## config.mk

```make
export PLATFORM = sky130hd
export DESIGN_NAME = pacc_flags
export DESIGN_NICKNAME = d
export VERILOG_FILES = /design/src/common/pacc_pkg.sv /design/src/hw/pacc_edge.sv /design/src/hw/pacc_flags.sv
export SDC_FILE = /design/constraint.sdc
export NUM_CORES = 1
export LEC_CHECK = 0
export BUFFER_PORTS_ARGS = -buffer_cell sky130_fd_sc_hd__buf_2
export CAP_MARGIN = 40
export CORE_AREA = 2 2 43 45
export DETAILED_ROUTE_END_ITERATION = 16
export DIE_AREA = 0 0 45 47
export PLACE_DENSITY_LB_ADDON = 0.05
export SLEW_MARGIN = 30
export SYNTH_ARGS = -nofsm -noshare
export SYNTH_HDL_FRONTEND = slang
export SYNTH_SLANG_ARGS = --single-unit
```

## constraint.sdc

```tcl
create_clock -name CLK_SYS_IN -period 2.5 [get_ports CLK_SYS_IN]
set_input_delay 0 -clock CLK_SYS_IN [delete_from_list [all_inputs] [get_ports CLK_SYS_IN]]
set_output_delay 0 -clock CLK_SYS_IN [all_outputs]
set_load 0.02 [all_outputs]
```

## src/common/pacc_pkg.sv

```systemverilog
// Constants for the pulse accumulator flag and interrupt block
package pacc_pkg;
  localparam int          COUNT_W      = 8;
  localparam logic [7:0]  COUNT_MAX    = 8'hFF;
  localparam logic [7:0]  COUNT_ZERO   = 8'h00;
  localparam int          FLAG_OVF_BIT = 5;
  localparam int          FLAG_EDG_BIT = 4;
  localparam logic        FLAG_RESET   = 1'h0;
  localparam logic        EDGE_FALLING = 1'h0;
  localparam logic        EDGE_RISING  = 1'h1;
  localparam logic        MODE_EVENT   = 1'h0;
  localparam logic        MODE_GATED   = 1'h1;
endpackage

```

## src/hw/pacc_edge.sv

```systemverilog
// Edge detector for the accumulator input pin
`timescale 1ns/1ns
module pacc_edge (
  input  wire logic CLK_SYS_IN,
  input  wire logic RESETN_IN,
  input  wire logic pin_in,
  output logic      rise_out,
  output logic      fall_out
);
  logic prev_ff;
  logic nxt_prev;
  logic vld_ff;
  logic nxt_vld;

  always_comb begin
    nxt_prev = pin_in;
    nxt_vld  = 1'h1;
  end

  always_ff @(posedge CLK_SYS_IN or negedge RESETN_IN) begin
    if (!RESETN_IN) begin
      prev_ff <= 1'h0;
      vld_ff  <= 1'h0;
    end else begin
      prev_ff <= nxt_prev;
      vld_ff  <= nxt_vld;
    end
  end

  // History counts only after one sampled cycle, so a pin held high through reset is no edge
  assign rise_out = vld_ff & pin_in & ~prev_ff;
  assign fall_out = vld_ff & ~pin_in & prev_ff;
endmodule

```

## src/hw/pacc_flags.sv

```systemverilog
// Pulse accumulator counter, status flags and interrupt requests
// Function
// - Set overflow flag on count wrap FF to 00
// - Writing one at flag bit 5 clears overflow
// - Overflow enable gates interrupt only, not flag
// - Overflow enable low: no overflow request
// - Overflow enable high: request when flag set
// - Set edge flag on each selected input edge while system enabled
// - Writing one at flag bit 4 clears edge
// - Edge enable never affects edge flag
// - Edge enable low: no edge request
// - Edge enable high: request when flag set
// - Edge select picks edge, or inhibit level
// - Accumulator runs only when system enabled
// - Count survives reset, software read/write anytime
`timescale 1ns/1ns
module pacc_flags #(
  parameter int COUNT_W = pacc_pkg::COUNT_W
) (
  input  wire logic               CLK_SYS_IN,
  input  wire logic               RESETN_IN,
  input  wire logic               ACCUM_INPUT_PIN_IN,
  input  wire logic               ACCUM_SYSTEM_ENABLE_IN,
  input  wire logic               ACCUM_MODE_SELECT_IN,
  input  wire logic               EDGE_SELECT_IN,
  input  wire logic               OVF_IRQ_ENABLE_IN,
  input  wire logic               EDGE_IRQ_ENABLE_IN,
  input  wire logic               FLAG_WR_IN,
  input  wire logic [7:0]         FLAG_WDATA_IN,
  input  wire logic               COUNT_WR_IN,
  input  wire logic [COUNT_W-1:0] COUNT_WDATA_IN,
  output logic [COUNT_W-1:0]      ACCUM_COUNT_OUT,
  output logic                    OVF_FLAG_OUT,
  output logic                    EDGE_FLAG_OUT,
  output logic                    OVF_IRQ_OUT,
  output logic                    EDGE_IRQ_OUT
);
  logic [COUNT_W-1:0] count_ff;
  logic [COUNT_W-1:0] nxt_count;
  logic               ovf_flag_ff;
  logic               nxt_ovf_flag;
  logic               edge_flag_ff;
  logic               nxt_edge_flag;
  logic               rise;
  logic               fall;
  logic               sel_edge;
  logic               count_step;
  logic               wrap;

  pacc_edge pacc_edge_i (
    .CLK_SYS_IN (CLK_SYS_IN),
    .RESETN_IN  (RESETN_IN),
    .pin_in     (ACCUM_INPUT_PIN_IN),
    .rise_out   (rise),
    .fall_out   (fall)
  );

  always_comb begin
    sel_edge = (EDGE_SELECT_IN == pacc_pkg::EDGE_RISING) ? rise : fall;
    count_step = 1'h0;
    if (ACCUM_SYSTEM_ENABLE_IN) begin
      if (ACCUM_MODE_SELECT_IN == pacc_pkg::MODE_EVENT) begin
        count_step = sel_edge;
      end else begin
        count_step = (ACCUM_INPUT_PIN_IN != EDGE_SELECT_IN);
      end
    end
    wrap = count_step && (count_ff == {COUNT_W{1'b1}});
    if (COUNT_WR_IN) begin
      nxt_count = COUNT_WDATA_IN;
      wrap = 1'h0;
    end else if (count_step) begin
      nxt_count = count_ff + {{(COUNT_W-1){1'b0}}, 1'b1};
    end else begin
      nxt_count = count_ff;
    end
  end

  // Count has no reset so it keeps its value across chip reset
  always_ff @(posedge CLK_SYS_IN) begin
    count_ff <= nxt_count;
  end

  always_comb begin
    nxt_ovf_flag = ovf_flag_ff;
    nxt_edge_flag = edge_flag_ff;
    if (FLAG_WR_IN && FLAG_WDATA_IN[pacc_pkg::FLAG_OVF_BIT]) begin
      nxt_ovf_flag = 1'h0;
    end
    if (FLAG_WR_IN && FLAG_WDATA_IN[pacc_pkg::FLAG_EDG_BIT]) begin
      nxt_edge_flag = 1'h0;
    end
    // Set wins over a simultaneous clear
    if (wrap) begin
      nxt_ovf_flag = 1'h1;
    end
    if (ACCUM_SYSTEM_ENABLE_IN && sel_edge) begin
      nxt_edge_flag = 1'h1;
    end
  end

  always_ff @(posedge CLK_SYS_IN or negedge RESETN_IN) begin
    if (!RESETN_IN) begin
      ovf_flag_ff  <= pacc_pkg::FLAG_RESET;
      edge_flag_ff <= pacc_pkg::FLAG_RESET;
    end else begin
      ovf_flag_ff  <= nxt_ovf_flag;
      edge_flag_ff <= nxt_edge_flag;
    end
  end

  assign ACCUM_COUNT_OUT = count_ff;
  assign OVF_FLAG_OUT    = ovf_flag_ff;
  assign EDGE_FLAG_OUT   = edge_flag_ff;
  assign OVF_IRQ_OUT     = ovf_flag_ff & OVF_IRQ_ENABLE_IN;
  assign EDGE_IRQ_OUT    = edge_flag_ff & EDGE_IRQ_ENABLE_IN;

  chk_ovf_sets: assert property (@(posedge CLK_SYS_IN) disable iff (!RESETN_IN)
    wrap |=> OVF_FLAG_OUT)
    else $error("overflow flag not set after wrap");
  chk_ovf_clear: assert property (@(posedge CLK_SYS_IN) disable iff (!RESETN_IN)
    (FLAG_WR_IN && FLAG_WDATA_IN[pacc_pkg::FLAG_OVF_BIT] && !wrap) |=> !OVF_FLAG_OUT)
    else $error("overflow flag not cleared by one-write");
  chk_ovf_indep: assert property (@(posedge CLK_SYS_IN) disable iff (!RESETN_IN)
    (!OVF_FLAG_OUT && !wrap) |=> !OVF_FLAG_OUT)
    else $error("overflow flag set without wrap");
  chk_ovf_irq_off: assert property (@(posedge CLK_SYS_IN) disable iff (!RESETN_IN)
    !OVF_IRQ_ENABLE_IN |-> !OVF_IRQ_OUT)
    else $error("overflow request while disabled");
  chk_ovf_irq_on: assert property (@(posedge CLK_SYS_IN) disable iff (!RESETN_IN)
    (wrap && OVF_IRQ_ENABLE_IN) ##1 OVF_IRQ_ENABLE_IN |-> OVF_IRQ_OUT)
    else $error("overflow request missing");
  chk_edge_sets: assert property (@(posedge CLK_SYS_IN) disable iff (!RESETN_IN)
    (ACCUM_SYSTEM_ENABLE_IN && sel_edge) |=> EDGE_FLAG_OUT)
    else $error("edge flag not set");
  chk_edge_clear: assert property (@(posedge CLK_SYS_IN) disable iff (!RESETN_IN)
    (FLAG_WR_IN && FLAG_WDATA_IN[pacc_pkg::FLAG_EDG_BIT] && !(ACCUM_SYSTEM_ENABLE_IN && sel_edge))
    |=> !EDGE_FLAG_OUT)
    else $error("edge flag not cleared by one-write");
  chk_flag_sticky: assert property (@(posedge CLK_SYS_IN) disable iff (!RESETN_IN)
    (EDGE_FLAG_OUT && !(FLAG_WR_IN && FLAG_WDATA_IN[pacc_pkg::FLAG_EDG_BIT])) |=> EDGE_FLAG_OUT)
    else $error("edge flag dropped without clear");
  chk_ovf_sticky: assert property (@(posedge CLK_SYS_IN) disable iff (!RESETN_IN)
    (OVF_FLAG_OUT && !(FLAG_WR_IN && FLAG_WDATA_IN[pacc_pkg::FLAG_OVF_BIT])) |=> OVF_FLAG_OUT)
    else $error("overflow flag dropped without clear");
  chk_ovf_irq_eq: assert property (@(posedge CLK_SYS_IN) disable iff (!RESETN_IN)
    OVF_IRQ_OUT == (OVF_FLAG_OUT && OVF_IRQ_ENABLE_IN))
    else $error("overflow request mismatch");
  chk_edge_irq_off: assert property (@(posedge CLK_SYS_IN) disable iff (!RESETN_IN)
    !EDGE_IRQ_ENABLE_IN |-> !EDGE_IRQ_OUT)
    else $error("edge request while disabled");
  chk_edge_irq_on: assert property (@(posedge CLK_SYS_IN) disable iff (!RESETN_IN)
    (ACCUM_SYSTEM_ENABLE_IN && sel_edge && EDGE_IRQ_ENABLE_IN) ##1 EDGE_IRQ_ENABLE_IN
    |-> EDGE_IRQ_OUT)
    else $error("edge request missing");
  chk_edge_quiet: assert property (@(posedge CLK_SYS_IN) disable iff (!RESETN_IN)
    (!EDGE_FLAG_OUT && !(ACCUM_SYSTEM_ENABLE_IN && sel_edge)) |=> !EDGE_FLAG_OUT)
    else $error("edge flag set without edge");
  chk_edge_off: assert property (@(posedge CLK_SYS_IN) disable iff (!RESETN_IN)
    (!ACCUM_SYSTEM_ENABLE_IN && !EDGE_FLAG_OUT) |=> !EDGE_FLAG_OUT)
    else $error("edge flag set while disabled");
  chk_cnt_step: assert property (@(posedge CLK_SYS_IN) disable iff (!RESETN_IN)
    (count_step && !COUNT_WR_IN)
    |=> ACCUM_COUNT_OUT == COUNT_W'($past(ACCUM_COUNT_OUT) + 1'b1))
    else $error("count did not step");
  chk_gate_hold: assert property (@(posedge CLK_SYS_IN) disable iff (!RESETN_IN)
    (ACCUM_MODE_SELECT_IN == pacc_pkg::MODE_GATED && ACCUM_INPUT_PIN_IN == EDGE_SELECT_IN
    && !COUNT_WR_IN) |=> $stable(ACCUM_COUNT_OUT))
    else $error("count moved while gated off");
  chk_event_hold: assert property (@(posedge CLK_SYS_IN) disable iff (!RESETN_IN)
    (ACCUM_MODE_SELECT_IN == pacc_pkg::MODE_EVENT && !sel_edge && !COUNT_WR_IN)
    |=> $stable(ACCUM_COUNT_OUT))
    else $error("count moved without selected edge");
  chk_wrap_zero: assert property (@(posedge CLK_SYS_IN) disable iff (!RESETN_IN)
    wrap |=> ACCUM_COUNT_OUT == '0)
    else $error("count not zero after wrap");
  chk_edge_irq: assert property (@(posedge CLK_SYS_IN) disable iff (!RESETN_IN)
    EDGE_IRQ_OUT == (EDGE_FLAG_OUT && EDGE_IRQ_ENABLE_IN))
    else $error("edge request mismatch");
  chk_disabled: assert property (@(posedge CLK_SYS_IN) disable iff (!RESETN_IN)
    (!ACCUM_SYSTEM_ENABLE_IN && !COUNT_WR_IN) |=> $stable(ACCUM_COUNT_OUT))
    else $error("count moved while disabled");
  chk_cnt_write: assert property (@(posedge CLK_SYS_IN) disable iff (!RESETN_IN)
    COUNT_WR_IN |=> ACCUM_COUNT_OUT == $past(COUNT_WDATA_IN))
    else $error("count write lost");

  cov_wrap: cover property (@(posedge CLK_SYS_IN) disable iff (!RESETN_IN) wrap);
  cov_ovf_irq: cover property (@(posedge CLK_SYS_IN) disable iff (!RESETN_IN) OVF_IRQ_OUT);
  cov_edge_irq: cover property (@(posedge CLK_SYS_IN) disable iff (!RESETN_IN) EDGE_IRQ_OUT);
  cov_gated: cover property (@(posedge CLK_SYS_IN) disable iff (!RESETN_IN)
    ACCUM_SYSTEM_ENABLE_IN && ACCUM_MODE_SELECT_IN && count_step);
endmodule

```

==> metrics.md <==
| Metric | Value |
|---|---|
| Status | `complete, no violations` |
| Place WS | `1.04 ns` |
| Router iterations before antenna repair | `4` |
| Pint | `342 uW` |
| Clk root buf | `clkbuf_4` |
| Unrepaired setup endpoints after global routing | `false` |
| Routed WL per cell | `11.4 microns` |
| Power Density | `566 mW/mm^2` |
| Num CTS Buffers | `3` |
| Post-route ant nets | `0` |
| Syn Nets | `86` |
| Clock skew | `0.00390 ns` |
| WL final | `1280 microns` |
| First-pass GRT wire length | `2080 microns` |
| RD Place Congestion | `0.685` |
| DR WL met3 | `75 microns` |
| Tmin final | `1.52 ns` |
| Total GRT Usage | `14.4%` |
| Combinational Power Share | `22.4%` |
| Max-capacitance violation count | `0` |
| Library cells used by synthesis | `24` |
| H-Tree Depth | `1` |
| Hold Vio Cnt, Final | `0` |
| Commonest cells after routing, fill and taps aside | `31 x buf_2, 13 x nand2_1, 8 x edfxtp_1` |
| Iteration-0 DRC Markers | `6` |
| Vias in the first global route | `530` |
| CP Launch Type | `primary input` |
| Final TNS setup | `0 ns` |
| Layout area overhead | `34.8%` |
| CP Data Arrival Time | `1.46 ns` |
| Power, Total | `480 uW` |
| Ant diodes | `0` |
| TritonCTS clock tree | `built` |
| Die area | `0.00212 sq mm` |
| I/O pin total | `38` |
| Commonest non-fill, non-tap cell in the layout | `buf_2` |
| CP Capture Type | `flip-flop` |
| Clock power frac | `24.6%` |
| WHS Path Cells | `3` |
| Worst-Skew Late Latency | `0.27 ns` |
| Mapped Cells | `59` |
| Share of cells above drive strength 1 | `38.9%` |
| Nets | `123` |
| Die X | `45 microns` |
| Switching part of the total | `28.8%` |
| Grt ovf | `0` |
| Vias | `543` |
| Peak supply drop | `231 uV` |
| Yosys reg bits | `12` |
| Sink Count | `12` |
| Setup violators final | `0` |
| Core area | `0.00165 sq mm` |
| Crit share post-route | `60.8%` |
| Max Fclk | `0.658 GHz` |
| R2R Setup Slk | `1.04 ns` |
| CTS Buffer Depth | `2` |
| Flop pwr share | `53.0%` |
| WS Path Type | `primary input to flip-flop` |
| Pleak | `0.000385 uW` |
| YS warnings | `0` |
| Top sig layer | `met3` |
| Initial Util | `38.1%` |
| Placement Rows | `15` |
| Sw Pwr | `138 uW` |
| Fill count | `169` |
| Post-CTS sizing | `0` |
| Post-Syn Area | `629 sq um` |
| Metal-1 WL | `554 microns` |
| Worst Path Required | `2.44 ns` |
| Via density | `4.85` |
| R2R depth | `3` |
| Initial antenna violation count | `0` |
| Worst-path clk slew | `0.07 ns` |
| Final setup margin | `0.979 ns` |
| DP HPWL | `991 microns` |
| Largest net degree at the start of global routing | `18` |
| WL met2 | `651 microns` |
| HP Class | `primary input to flip-flop` |
| Avg Inst Size Synth | `10.7 sq um` |
| Post-route DRC | `0` |
| Worst Path Max Fanout | `8` |
| Number of port buffers | `31` |
| Sequential element share of the synthesized area | `54.1%` |
| Fin. max-slew vios | `0` |
| Finished Core Util | `51.4%` |
| Die height | `47 microns` |
-- cells in the mapped netlist --
library cell | number | area share [%]
xor2_1 | 3 | 4.2
clkbuf_1 | 1 | 0.60
mux2_2 | 1 | 1.8
a22o_1 | 2 | 2.8
nand3_1 | 1 | 0.79
nor2_1 | 2 | 1.2
ha_1 | 1 | 2.0
edfxtp_1 | 8 | 38
dfrtp_1 | 4 | 16
and2_1 | 2 | 2.0
nor3_2 | 1 | 1.6
nand2_1 | 13 | 7.8
xnor2_1 | 4 | 5.6
o21ai_1 | 1 | 0.79
nor3_1 | 1 | 0.79
o22ai_1 | 1 | 0.99
a21o_1 | 1 | 1.2
o21ai_0 | 6 | 4.8
conb_1 | 1 | 0.60
nand2b_1 | 1 | 0.99
nand3_2 | 1 | 1.6
nand4b_1 | 1 | 1.4
nor2b_1 | 1 | 0.99
a32o_1 | 1 | 1.6
-- cell type report --
type,count,area [sq um],share of cell area (%)
Clock buffer,3,22.5,2.65
Clock inverter,1,3.75,0.442
Multi-Input combinational cell,46,285,33.6
Sequential cell,12,340,40.1
Tap cell,17,21.3,2.51
Timing Repair Buffer,33,175,20.6
-- state kept, by name, indices dropped and copies added, names as in the netlist --
name	flops
ACCUM_COUNT_OUT	8
pacc_edge_i.vld_ff	1
pacc_edge_i.prev_ff	1
OVF_FLAG_OUT	1
EDGE_FLAG_OUT	1
-- per-stage QoR --
step | instance area, sq um | instances | hold WS, ns
finish | 848 | 112 | 0.00510
floorplan | 629 | 59 | -0.296
global placement | 802 | 106 | -0.186
detailed placement | 802 | 106 | -0.185
global route | 848 | 112 | 0.00443
CTS | 848 | 112 | 0.0000351
-- worst paths after layout --
| path | from | to |
|---|---|---|
| max | ACCUM_INPUT_PIN_IN | ACCUM_COUNT_OUT[7] |
| max reg2reg | pacc_edge_i.prev_ff | ACCUM_COUNT_OUT[7] |
| min | COUNT_WDATA_IN[4] | ACCUM_COUNT_OUT[4] |
| max in group asynchronous | RESETN_IN | pacc_edge_i.vld_ff |
| min in group asynchronous | RESETN_IN | OVF_FLAG_OUT |
| min reg2reg | EDGE_FLAG_OUT | EDGE_FLAG_OUT |
-- layer usage --
layer / global-route usage [%] / vias to the layer above
met5: 0 / -
met4: 7.06 / 0
met3: 5.77 / 0
met2: 23.1 / 19
met1: 16.8 / 242
li1: - / 282
-- repair_timing --
action	CTS	global route
hold endpoints to repair	5	0
buffers inserted	0	0
hold buffers	2	0
-- critical path, stage by stage --
cell,delay [ns]
dlygate4sd3_1,0.53
buf_2,0.14
nand2_1,0.05
o22ai_1,0.21
a22o_1,0.20
a21o_1,0.33
-- power by group through the flow --
stage	Sequential (uW)	Clock (uW)	Combinational [uW]
after CTS	255	124	109
after global routing	257	140	120
final	254	118	107
after floorplan	277	0	43.6
after detailed placement	259	0	106
after global placement	258	0	105
-- kinds of logic (layout without fill, tap and decap cells) --
kind of cell / Yosys count / count (layout) / share of synthesized area [%]
compound gates: 12 / 12 / 12.1
fa+ha+maj: 1 / 1 / 1.99
xor+xnor: 7 / 7 / 9.74
flops: 12 / 12 / 54.1
other cells: 1 / 1 / 0.596
simple gates: 24 / 24 / 19.1
mux: 1 / 1 / 1.79
buf+inv: 1 / 37 / 0.596
(Power assumes the default switching activity.)
